$ cat src/rtl/tsbc_defines.vh
// Constants for the sixteen-bit timer counter core
`ifndef TSBC_DEFINES_VH
`define TSBC_DEFINES_VH
`define TSBC_MODE_STOP    2'h0
`define TSBC_MODE_FREE    2'h1
`define TSBC_MODE_MODULO  2'h2
`define TSBC_MODE_UPDOWN  2'h3
`define TSBC_DIV_1        2'h0
`define TSBC_DIV_8        2'h1
`define TSBC_DIV_32       2'h2
`define TSBC_DIV_128      2'h3
`define TSBC_PRE_8        7'h07
`define TSBC_PRE_32       7'h1F
`define TSBC_PRE_128      7'h7F
`define TSBC_CMP_SET      3'h0
`define TSBC_CMP_CLEAR    3'h1
`define TSBC_CMP_TOGGLE   3'h2
`define TSBC_CAP_NONE     2'h0
`define TSBC_CAP_RISE     2'h1
`define TSBC_CAP_FALL     2'h2
`define TSBC_CAP_BOTH     2'h3
`define TSBC_COUNT_RST    16'h0000
`define TSBC_COUNT_MAX    16'hFFFF
`define TSBC_DSM_ACC_RST  16'h0000
`endif

$ cat src/rtl/tsbc_channel.v
// One capture/compare channel of the timer counter core
`timescale 1ns/10ps
`include "tsbc_defines.vh"
module tsbc_channel
(
    input  wire        clk,
    input  wire        resetn,
    input  wire        running,
    input  wire        tick,
    input  wire [15:0] count,
    input  wire        compare_mode,
    input  wire [1:0]  capture_edge_sel,
    input  wire [2:0]  compare_action_sel,
    input  wire        radio_capture_sel,
    input  wire        radio_event,
    input  wire [15:0] compare_value,
    input  wire        pin_in,
    output reg  [15:0] capture_q,
    output reg         pin_out_q,
    output reg         pin_oe_n_q,
    output reg         event_q
);
    reg  pin_meta_q;
    reg  pin_sync_q;
    reg  pin_last_q;
    wire rise;
    wire fall;
    reg  cap_hit;
    wire cmp_hit;

    ////////////////////////////////////////////////////////////////////////
    // Pin synchroniser and edge detect
    always @(posedge clk or negedge resetn)
    begin
        if (!resetn)
        begin
            pin_meta_q <= 1'b0;
            pin_sync_q <= 1'b0;
            pin_last_q <= 1'b0;
        end
        else
        begin
            pin_meta_q <= pin_in;
            pin_sync_q <= pin_meta_q;
            pin_last_q <= pin_sync_q;
        end
    end
    assign rise = pin_sync_q & ~pin_last_q;
    assign fall = ~pin_sync_q & pin_last_q;

    always @*
    begin
        if (radio_capture_sel)
            cap_hit = radio_event;
        else
        begin
            case (capture_edge_sel)
                `TSBC_CAP_RISE: cap_hit = rise;
                `TSBC_CAP_FALL: cap_hit = fall;
                `TSBC_CAP_BOTH: cap_hit = rise | fall;
                default:        cap_hit = 1'b0;
            endcase
        end
    end
    assign cmp_hit = tick & (count == compare_value);

    ////////////////////////////////////////////////////////////////////////
    // Capture register, compare output, event pulse
    always @(posedge clk or negedge resetn)
    begin
        if (!resetn)
        begin
            capture_q  <= `TSBC_COUNT_RST;
            pin_out_q  <= 1'b0;
            pin_oe_n_q <= 1'b1;
            event_q    <= 1'b0;
        end
        else
        begin
            pin_oe_n_q <= ~compare_mode;
            event_q    <= 1'b0;
            if (!compare_mode && running && cap_hit)
            begin
                capture_q <= count;
                event_q   <= 1'b1;
            end
            if (compare_mode && running && cmp_hit)
            begin
                event_q <= 1'b1;
                case (compare_action_sel)
                    `TSBC_CMP_SET:    pin_out_q <= 1'b1;
                    `TSBC_CMP_CLEAR:  pin_out_q <= 1'b0;
                    `TSBC_CMP_TOGGLE: pin_out_q <= ~pin_out_q;
                    default:          pin_out_q <= pin_out_q;
                endcase
            end
        end
    end
endmodule

$ cat src/rtl/tsbc_timer.v
// Sixteen-bit timer counter core top
// Function
// - Sixteen-bit count steps once per prescaled tick
// - Prescaler divides tick by 1, 8, 32, 128
// - Tick speed selected apart from system clock
// - Low byte read latches high byte
// - Any low byte write clears count
// - Nonzero mode starts counting
// - Mode 00 freezes count, keeps value
// - Three channels, one pin each
// - Capture on rising, falling or either edge
// - Compare sets, clears or toggles output
// - Free-running, modulo and up/down modes
// - Events for capture, compare, terminal count
// - Radio event may trigger capture
// - Delta-sigma modulator mode offered
// - Free mode wraps FFFF to zero, flags on reaching FFFF
// - Modulo wraps at channel-0 value, flags
// - Up/down turns at channel-0, flags at zero
`timescale 1ns/10ps
`include "tsbc_defines.vh"
module tsbc_timer
(
    input  wire        clk,
    input  wire        resetn,
    input  wire [2:0]  timer_tick_speed_sel,
    input  wire [1:0]  timer_control_reg_mode,
    input  wire [1:0]  prescale_divide_sel,
    input  wire        delta_sigma_output_mode,
    input  wire [15:0] delta_sigma_input,
    input  wire        count_low_read,
    input  wire        count_low_write,
    input  wire        overflow_flag_clear,
    input  wire [15:0] channel0_compare_value,
    input  wire [15:0] channel1_compare_value,
    input  wire [15:0] channel2_compare_value,
    input  wire [2:0]  channel_compare_mode,
    input  wire [5:0]  channel_capture_edge_sel,
    input  wire [8:0]  channel_compare_action_sel,
    input  wire [2:0]  channel_radio_capture_sel,
    input  wire        radio_event,
    input  wire [2:0]  channel_pin_in,
    output reg  [7:0]  count_low_byte,
    output reg  [7:0]  count_high_byte,
    output reg         overflow_flag,
    output reg  [2:0]  channel_event_flag,
    output wire [47:0] channel_capture_value,
    output wire [2:0]  channel_pin_out,
    output wire [2:0]  channel_pin_oe_n,
    output reg         delta_sigma_out_q
);
    reg  [15:0] count_q;
    reg  [15:0] count_d;
    reg         down_q;
    reg         down_d;
    reg         ovf_d;
    reg  [6:0]  tick_div_q;
    reg  [6:0]  pre_q;
    reg  [6:0]  pre_lim;
    reg  [16:0] dsm_acc_q;
    reg         radio_meta_q;
    reg         radio_sync_q;
    reg         radio_last_q;
    wire        tick_spd_en;
    wire        tick;
    wire        running;
    wire [2:0]  ch_event;
    wire [47:0] ch_cmp;

    ////////////////////////////////////////////////////////////////////////
    // Tick speed divider: 2^sel system clocks per tick
    assign tick_spd_en = (tick_div_q & ((7'h01 << timer_tick_speed_sel) - 7'h01)) == 7'h00;
    assign running     = (timer_control_reg_mode != `TSBC_MODE_STOP);

    always @*
    begin
        case (prescale_divide_sel)
            `TSBC_DIV_8:   pre_lim = `TSBC_PRE_8;
            `TSBC_DIV_32:  pre_lim = `TSBC_PRE_32;
            `TSBC_DIV_128: pre_lim = `TSBC_PRE_128;
            default:       pre_lim = 7'h00;
        endcase
    end
    assign tick = running && tick_spd_en && (pre_q >= pre_lim);

    always @(posedge clk or negedge resetn)
    begin
        if (!resetn)
        begin
            tick_div_q <= 7'h00;
            pre_q      <= 7'h00;
        end
        else
        begin
            tick_div_q <= tick_div_q + 7'h01;
            if (count_low_write || !running)
                pre_q <= 7'h00;
            else if (tick)
                pre_q <= 7'h00;
            else if (tick_spd_en)
                pre_q <= pre_q + 7'h01;
        end
    end

    ////////////////////////////////////////////////////////////////////////
    // Count next state per mode
    always @*
    begin
        count_d = count_q;
        down_d  = down_q;
        ovf_d   = 1'b0;
        case (timer_control_reg_mode)
            `TSBC_MODE_FREE:
            begin
                count_d = (count_q == `TSBC_COUNT_MAX) ? `TSBC_COUNT_RST : count_q + 16'h0001;
                ovf_d   = (count_d == `TSBC_COUNT_MAX);
                down_d  = 1'b0;
            end
            `TSBC_MODE_MODULO:
            begin
                count_d = (count_q >= channel0_compare_value) ? `TSBC_COUNT_RST : count_q + 16'h0001;
                ovf_d   = (count_d == channel0_compare_value);
                down_d  = 1'b0;
            end
            `TSBC_MODE_UPDOWN:
            begin
                if (down_q && count_q != `TSBC_COUNT_RST)
                    count_d = count_q - 16'h0001;
                else if (!down_q && count_q >= channel0_compare_value)
                begin
                    count_d = count_q - 16'h0001;
                    down_d  = 1'b1;
                end
                else
                begin
                    count_d = count_q + 16'h0001;
                    down_d  = 1'b0;
                end
                if (count_d == `TSBC_COUNT_RST)
                begin
                    ovf_d  = 1'b1;
                    down_d = 1'b0;
                end
            end
            default:
            begin
                count_d = count_q;
            end
        endcase
    end

    ////////////////////////////////////////////////////////////////////////
    // Count, flags and byte latch
    always @(posedge clk or negedge resetn)
    begin
        if (!resetn)
        begin
            count_q            <= `TSBC_COUNT_RST;
            down_q             <= 1'b0;
            overflow_flag      <= 1'b0;
            count_low_byte     <= 8'h00;
            count_high_byte    <= 8'h00;
            channel_event_flag <= 3'h0;
        end
        else
        begin
            if (count_low_write)
            begin
                count_q <= `TSBC_COUNT_RST;
                down_q  <= 1'b0;
            end
            else if (tick)
            begin
                count_q <= count_d;
                down_q  <= down_d;
            end
            count_low_byte <= count_q[7:0];
            if (count_low_read)
                count_high_byte <= count_q[15:8];
            if (tick && ovf_d && !count_low_write)
                overflow_flag <= 1'b1;
            else if (overflow_flag_clear)
                overflow_flag <= 1'b0;
            channel_event_flag <= ch_event;
        end
    end

    ////////////////////////////////////////////////////////////////////////
    // Radio event synchroniser and delta-sigma modulator
    always @(posedge clk or negedge resetn)
    begin
        if (!resetn)
        begin
            radio_meta_q      <= 1'b0;
            radio_sync_q      <= 1'b0;
            radio_last_q      <= 1'b0;
            dsm_acc_q         <= {1'b0, `TSBC_DSM_ACC_RST};
            delta_sigma_out_q <= 1'b0;
        end
        else
        begin
            radio_meta_q <= radio_event;
            radio_sync_q <= radio_meta_q;
            radio_last_q <= radio_sync_q;
            if (delta_sigma_output_mode && tick)
            begin
                dsm_acc_q         <= {1'b0, dsm_acc_q[15:0]} + {1'b0, delta_sigma_input};
                delta_sigma_out_q <= dsm_acc_q[16];
            end
            else if (!delta_sigma_output_mode)
            begin
                dsm_acc_q         <= {1'b0, `TSBC_DSM_ACC_RST};
                delta_sigma_out_q <= 1'b0;
            end
        end
    end

    ////////////////////////////////////////////////////////////////////////
    // Three capture/compare channels
    assign ch_cmp = {channel2_compare_value, channel1_compare_value, channel0_compare_value};

    genvar gi;
    generate
        for (gi = 0; gi < 3; gi = gi + 1)
        begin : g_ch
            tsbc_channel u_ch
            (
                .clk                (clk),
                .resetn             (resetn),
                .running            (running),
                .tick               (tick),
                .count              (count_q),
                .compare_mode       (channel_compare_mode[gi]),
                .capture_edge_sel   (channel_capture_edge_sel[2*gi+1:2*gi]),
                .compare_action_sel (channel_compare_action_sel[3*gi+2:3*gi]),
                .radio_capture_sel  (channel_radio_capture_sel[gi]),
                .radio_event        (radio_sync_q & ~radio_last_q),
                .compare_value      (ch_cmp[16*gi+15:16*gi]),
                .pin_in             (channel_pin_in[gi]),
                .capture_q          (channel_capture_value[16*gi+15:16*gi]),
                .pin_out_q          (channel_pin_out[gi]),
                .pin_oe_n_q         (channel_pin_oe_n[gi]),
                .event_q            (ch_event[gi])
            );
        end
    endgenerate
endmodule

$ cat config.mk
export PLATFORM = sky130hd
export DESIGN_NAME = tsbc_timer
export DESIGN_NICKNAME = d
export VERILOG_FILES = /design/src/rtl/tsbc_channel.v /design/src/rtl/tsbc_timer.v
export VERILOG_INCLUDE_DIRS = /design/src /design/src/rtl
export SDC_FILE = /design/constraint.sdc
export NUM_CORES = 1
export LEC_CHECK = 0
export BUFFER_PORTS_ARGS = -buffer_cell sky130_fd_sc_hd__buf_4
export CAP_MARGIN = 25
export CORE_UTILIZATION = 51
export CTS_CLUSTER_SIZE = 30
export DETAILED_ROUTE_END_ITERATION = 6
export GPL_TIMING_DRIVEN = 0
export PLACE_DENSITY = 0.87
export SLEW_MARGIN = 40
export SYNTH_ARGS = -nofsm -noshare
export SYNTH_HDL_FRONTEND = slang
export SYNTH_HIERARCHICAL = 1
export SYNTH_SLANG_ARGS = --single-unit
export TNS_END_PERCENT = 1
$ cat constraint.sdc
create_clock -name clk -period 3.6 [get_ports clk]
set_input_delay 0.54 -clock clk [delete_from_list [all_inputs] [get_ports clk]]
set_output_delay 0.54 -clock clk [all_outputs]
set_load 0.05 [all_outputs]
# Word level (Yosys, flattened, before mapping)
# Index checks and enable logic that the tools add are counted.
word_totals:
  register_bits: 138
  out_inout_bits: 75
op_classes:
  add_sub_neg: 6
  reduce_logical: 47
  n_bitwise: 27
  magnitude_cmp: 2
  n_eq_ne: 29
  shift: 1
  muxes: 41
ops:
  columns: ["op", "n"]
  rows:
  - ["16-bit 2-to-1 mux", 7]
  - ["16-bit equality test", 4]
  - ["16-bit one-hot mux with 3 select lines", 1]
  - ["17-bit 2-to-1 mux", 2]
  - ["16-bit equality test, second input constant", 2]
  - ["7-bit 2-to-1 mux", 3]
  - ["1-bit one-hot mux with 3 select lines", 7]
  - ["7-bit one-hot mux with 3 select lines", 1]
  - ["2-bit equality test, second input constant", 10]
  - ["1-bit logical AND", 19]
  - ["1-bit 2-to-1 mux", 19]
  - ["16-bit by 16-bit adder with 17-bit output", 1]
  - ["16-bit by 1-bit adder with 16-bit output, second input constant", 1]
  - ["16-bit greater-or-equal comparator", 1]
  - ["16-bit logical NOT", 1]
  - ["16-bit nonzero test", 1]
  - ["16-bit by 1-bit subtractor with 16-bit output, second input constant", 1]
  - ["3-bit nonzero test", 5]
  - ["7-bit by 1-bit adder with 7-bit output, second input constant", 2]
  - ["1-bit inverter", 13]
  - ["1-bit bitwise AND", 10]
  - ["2-bit by 1-bit equality test with 1-bit output, second input constant", 5]
  - ["3-bit by 1-bit equality test with 1-bit output, second input constant", 3]
  - ["3-bit by 2-bit equality test with 1-bit output, second input constant", 3]
  - ["other kinds (17)", 31]

# Logic depth before layout (Yosys ltp)
depth:
  word_depth: 11
  mapped_depth: 14

# Hierarchy
# The synthesis kept the hierarchy.
by_module_without_submodules:
  columns: ["mod", "cells_each", "seq_area_each_um2", "instances", "area_each_um2"]
  rows:
  - ["tsbc_timer", 648, 1801.7, 1, 5709.2]
  - ["tsbc_channel", 82, 551.8, 3, 1106.1]

# Worst setup path after synthesis
# Ideal clock, no wire load.
synth_path:
  path_type: "register to register"
  from: "register count_q[0]"
  to: "register down_q"
  required_time_ps: 3464
  arrival_ps: 3367
  slack_ps: 97
  path_stages_with_launch: 13
  synth_period_minus_slack_ps: 3503
  n_path_buf: 1
  path_cell_list: "dfrtp_1 -> clkbuf_1 -> inv_1 -> ha_1 -> nand2b_1 -> a2111o_1 -> a21oi_1 -> o21ai_0 -> nand2_1 -> mux2_2 -> or4_2 -> nor4_1 -> o21ai_0"
synth_via:
  elab_chain_len: 10
  elab_cells_between_ends: 18
  cone_classes: "add/sub (2); order compare (1); eq/ne (1); mux (9); reduce/logical (5)"
synth_rtl:
  columns: ["item", "line", "source"]
  rows:
  - ["start: declaration", "tsbc_timer.v:52", "reg [15:0] count_q;"]
  - ["start signal: assignment", "tsbc_timer.v:158", "count_q <= `TSBC_COUNT_RST;"]
  - ["start signal: assignment", "tsbc_timer.v:169", "count_q <= `TSBC_COUNT_RST;"]
  - ["start signal: assignment", "tsbc_timer.v:174", "count_q <= count_d;"]
  - ["16-bit greater-or-equal comparator", "tsbc_timer.v:129", "else if (!down_q && count_q >= channel0_compare_value)"]
  - ["1-bit logical AND", "tsbc_timer.v:129", null]
  - ["16-bit 2-to-1 mux", "tsbc_timer.v:129", null]
  - ["16-bit 2-to-1 mux", "tsbc_timer.v:127", "if (down_q && count_q != `TSBC_COUNT_RST)"]
  - ["16-bit 2-to-1 mux", "tsbc_timer.v:112", "case (timer_control_reg_mode)"]
  - ["16-bit logical NOT (no line)", null, null]
  - ["1-bit 2-to-1 mux", "tsbc_timer.v:139", "if (count_d == `TSBC_COUNT_RST)"]
  - ["1-bit one-hot mux with 2 select lines", "tsbc_timer.v:112", null]
  - ["1-bit 2-to-1 mux", "tsbc_timer.v:172", "else if (tick)"]
  - ["1-bit 2-to-1 mux", "tsbc_timer.v:167", "if (count_low_write)"]
  - ["end signal: assignment", "tsbc_timer.v:175", "down_q <= down_d;"]
  - ["end: declaration", "tsbc_timer.v:54", "reg down_q;"]
# Several ways; a longest one is shown, not always the timed one. The select of a mux whose other input is x is not followed.
# A chain may end at the register's enable or synchronous reset.

# Final worst setup path
layout_path:
  from: "register count_q[1]"
  to: "register overflow_flag"
layout_via:
  elab_chain_len: 11
  elab_cells_between_ends: 21
  cone_classes: "add/sub (2); order compare (1); eq/ne (3); mux (8); reduce/logical (7)"
layout_rtl:
  columns: ["item", "line", "source"]
  rows:
  - ["16-bit greater-or-equal comparator", "tsbc_timer.v:121, tsbc_timer.v:129", null]
  - ["1-bit logical AND", "tsbc_timer.v:129", null]
  - ["16-bit 2-to-1 mux", "tsbc_timer.v:129", null]
  - ["16-bit 2-to-1 mux", "tsbc_timer.v:127", null]
  - ["16-bit 2-to-1 mux", "tsbc_timer.v:112", null]
  - ["16-bit logical NOT (no line)", null, null]
  - ["1-bit 2-to-1 mux", "tsbc_timer.v:139", null]
  - ["1-bit one-hot mux with 3 select lines *", "tsbc_timer.v:112", null]
  - ["1-bit logical AND * (2 in a row)", "tsbc_timer.v:180", "if (tick && ovf_d && !count_low_write)"]
  - ["1-bit 2-to-1 mux / 2-bit nonzero test (equally long branches)", null, null]
  - ["end signal: assignment", "tsbc_timer.v:160", "overflow_flag <= 1'b0;"]
  - ["end signal: assignment", "tsbc_timer.v:181", "overflow_flag <= 1'b1;"]
  - ["end signal: assignment", "tsbc_timer.v:183", "overflow_flag <= 1'b0;"]
  - ["end: declaration", "tsbc_timer.v:45", "output reg overflow_flag,"]
# Every way passes the cells marked *; elsewhere a longest branch is shown, timed or not. The select of a mux whose other input is x is not followed.

==> run_results.csv <==
group,metric,value,unit
floorplan,row_count,48,
cts,cts_buffers,17,
hold_path,min_delay_worst_endpoint,"g_ch[2].u_ch/pin_meta_q$_DFF_PN0_",
synthesis,synth_top_area_share,37.4,%
cells_and_area,num-fill-cells,1301,
global_route,grt_pass1_vias,7971,
pwr,p_total,3.75,mW
timing,period_share,99.7,%
critical_path,crit_path_end_kind,"register",
critical_path,ff2ff_path_depth,9,
hold_path,hold_class,"in2reg",
cells_and_area,fin_util,65.9,%
synthesis,syn_area,9030,um^2
hold_path,min_from,"channel_pin_in[2]",
global_route,antenna_found_initial,0,
global_route,grt_pass1_wl,42.6,mm
synthesis,syn_nets,1051,
pwr,power.density,329,nW/um^2
synthesis,ys_top_cells_by_area,"dfrtp_1 (37%), ha_1 (7.5%), xnor2_1 (4.9%)",
routing,drt-pass1-iter-count,7,
cells_and_area,areaGrowthSynthToFinish,26.2,%
outcome,violations,"DRC",
synthesis,syn_area_per_cell,10.1,um^2
timing,maxSlewHeadroom,55.1,%
global_route,grt_max_degree,63,
floorplan,die_x,135,um
routing,final_antenna_net_count,0,
place,hpwl,19.9,mm
floorplan,die_y,135,um
cells_and_area,post-route-cell-area,11400,um^2
cells_and_area,antennaDiodeCount,0,
timing,hold_viol,0,
critical_path,crit_start,"count_q[1]$_DFFE_PN0P_",
pwr,leakagePower,5.67,nW
cts,cts-htree-levels,4,
critical_path,crit_path_start_kind,"register",
floorplan,io_pins,177,
cts,cts_tree,"done",
synthesis,yosys_warnings,6,
timing,holdWs,0.222,ns
timing,finalCriticalPeriod,3.59,ns
cts,clock_latency,0.43,ns
routing,drt_iter0_drc,735,
synthesis,ys_seq_area_share,38.3,%
floorplan,core,17300,um^2
cts,clockRootBuffer,"clkbuf_16",
cells_and_area,drive_gt1_share,30.5,%
synthesis,ys_ff_latch,138,
outcome,outcome,"complete, but fails checks",
synthesis,synth_edf_count,0,
place,place_area,10700,um^2
timing,tightest_slew,0.669,ns
hold_path,hold-path-cell-count,1,
cts,clockBufferDepth,2,
critical_path,critical_path_required,3.96,ns
global_route,globalRouteTotalUtil,30.8,%
cells_and_area,nNetsFinal,1250,
cts,clkSinkCount,138,
critical_path,arrival,3.95,ns
synthesis,yosys.area.top_type,"dfrtp_1",
critical_path,r2r_slack,0.01,ns
critical_path,crit_fanout,19,
routing,vias_per_cell,6.04,
place,globalplace.congestion,0.980,
global_route,gr-total-overflow,0,
cells_and_area,final_common_cell,"buf_4",
cts,clk_pin_slew,0.07,ns
critical_path,r2r-end,"overflow_flag$_DFFE_PN0P_",
critical_path,path_class,"reg2reg",
synthesis,synthFlopType,"dfrtp_1",
timing,clock_skew,0.0124,ns
place,numPortBuffers,175,
timing,timing.fmax,279,MHz
floorplan,dieArea,18200,um^2
routing,drt_wl_total,27.8,mm
timing,slew_viol_final,0,
routing,wl_per_cell,20.9,um
flow_run,max-cap-violations,0,
routing,dr_total_vias,8039,
timing,rsz0062_at_grt,"yes",
pwr,ir_worst_vdd,0.330,mV
synthesis,ys_types,72,
routing,remaining_drc_errors,21,
synthesis,synthArstFlopShare,100,%
timing,setup_viol,0,
floorplan,initial_core_util,52.2,%
cells_and_area,final_cell_mix,"buf_4 (177), dfrtp_1 (125), nand2_1 (66)",
synthesis,syn_inst,894,
critical_path,worstReg2RegStart,"count_q[1]$_DFFE_PN0P_",
==> worst max-delay path by stage <==
stage | end | slack, ns | cells past startpoint
after CTS | overflow_flag$_DFFE_PN0P_ | 0.004 | 9
after floorplan | down_q$_DFFE_PN0P_ | 0.1 | 12
final | overflow_flag$_DFFE_PN0P_ | 0.01 | 9
after global routing | down_q$_DFFE_PN0P_ | -0.02 | 10
after global placement | count_q[11]$_DFFE_PN0P_ | -0.83 | 14
after detailed placement | count_q[11]$_DFFE_PN0P_ | -0.90 | 14
==> cell usage after synthesis (all sizes together), types with 3 or more instances <==
| master | number |
|---|---|
| nand2 | 67 |
| nand4 | 14 |
| a21oi | 38 |
| nor2b | 8 |
| a221oi | 4 |
| dfrtp | 135 |
| nor3 | 27 |
| nand3 | 30 |
| a211oi | 5 |
| o41ai | 3 |
| and3 | 13 |
| a21o | 8 |
| nor3b | 5 |
| mux2i | 7 |
| o22ai | 5 |
| o21a | 5 |
| o211ai | 5 |
| o21ai | 60 |
| and2 | 9 |
| nand2b | 6 |
| xor2 | 47 |
| a22oi | 8 |
| or3 | 8 |
| nor4 | 18 |
| a22o | 4 |
| nor4b | 3 |
| ha | 54 |
| clkbuf | 26 |
| a2bb2oi | 5 |
| a21boi | 3 |
| xnor2 | 51 |
| mux2 | 57 |
| a211o | 4 |
| o2111ai | 5 |
| nor2 | 40 |
| dfstp | 3 |
| inv | 57 |
| or4 | 9 |
| o31ai | 3 |
| buf | 9 |
==> stage by stage <==
step / setup WS, ns / setup TNS [ns] / cells
floorplan: 0.0966 / 0 / 894
global placement: -0.826 / -10.35 / 1294
detailed placement: -0.896 / -11.56 / 1296
CTS: 0.00427 / 0 / 1330
global route: -0.0186 / -0.0308 / 1330
finish: 0.0104 / 0 / 1330
==> power by group <==
group | internal [mW] | switching, mW | total (mW) | leakage [nW]
Combinational | 0.168 | 0.213 | 0.381 | 3.52
Sequential | 1.57 | 0.00716 | 1.57 | 1.85
Clock | 1.09 | 0.702 | 1.79 | 0.295
==> area by class of cell <==
type | instances | area (um^2) | share of cell area (%)
multi-input combinational | 664 | 5150 | 45.2
inverter | 57 | 214 | 1.88
tap | 225 | 282 | 2.47
clock buffer | 21 | 480 | 4.22
timing repair buffer | 180 | 1400 | 12.3
buffer | 35 | 277 | 2.43
sequential | 138 | 3470 | 30.5
clock inverter | 10 | 114 | 0.999
==> registers in the layout (all words and copies together), names as in the netlist, 3 cells and up <==
register / count
g_ch.u_ch/event_q: 3
g_ch.u_ch/capture_q: 48
g_ch.u_ch/pin_sync_q: 3
count_low_byte: 8
count_high_byte: 8
g_ch.u_ch/pin_last_q: 3
dsm_acc_q: 17
g_ch.u_ch/pin_meta_q: 3
channel_event_flag: 3
tick_div_q: 7
g_ch.u_ch/pin_out_q: 3
count_q: 16
g_ch.u_ch/pin_oe_n_q: 3
pre_q: 7
==> what timing repair did <==
action | in CTS | in global routing
endpoints found under the setup margin | 21 | 17
hold buffers | 1 | 0
setup buffers | 2 | 0
resized for setup | 18 | 15
pin swaps | 1 | 0
hold endpoints to repair | 16 | 0
==> layer usage <==
metal  vias to the layer above  wire length, um  GRT usage (%)
li1                       3597                -              -
met1                      3885            11100           39.0
met2                       462            12900           48.7
met3                        95             2620           7.96
met4                         0             1200           15.5
met5                         -                0              0
==> cells by family after synthesis <==
group | Yosys count | synth area share (%)
AO/OA/AOI/OAI | 181 | 13.7
XOR/XNOR | 100 | 10.0
adder cells (fa/ha/maj) | 55 | 7.71
buffers and inverters | 92 | 5.34
flip-flops | 138 | 38.3
multiplexers | 64 | 9.01
AND/OR/NAND/NOR | 264 | 16.0
==> worst max-delay path, stage by stage, from the launching register on <==
cell and delay (ns):
dfrtp_4 0.60, ha_4 0.23, nand4_4 0.19, nor4_4 0.47, xnor2_1 0.19, or4_1 0.53
or4_1 0.43, or4_1 0.54, a21oi_1 0.19, a221o_1 0.13
(Power assumes the default switching activity.)
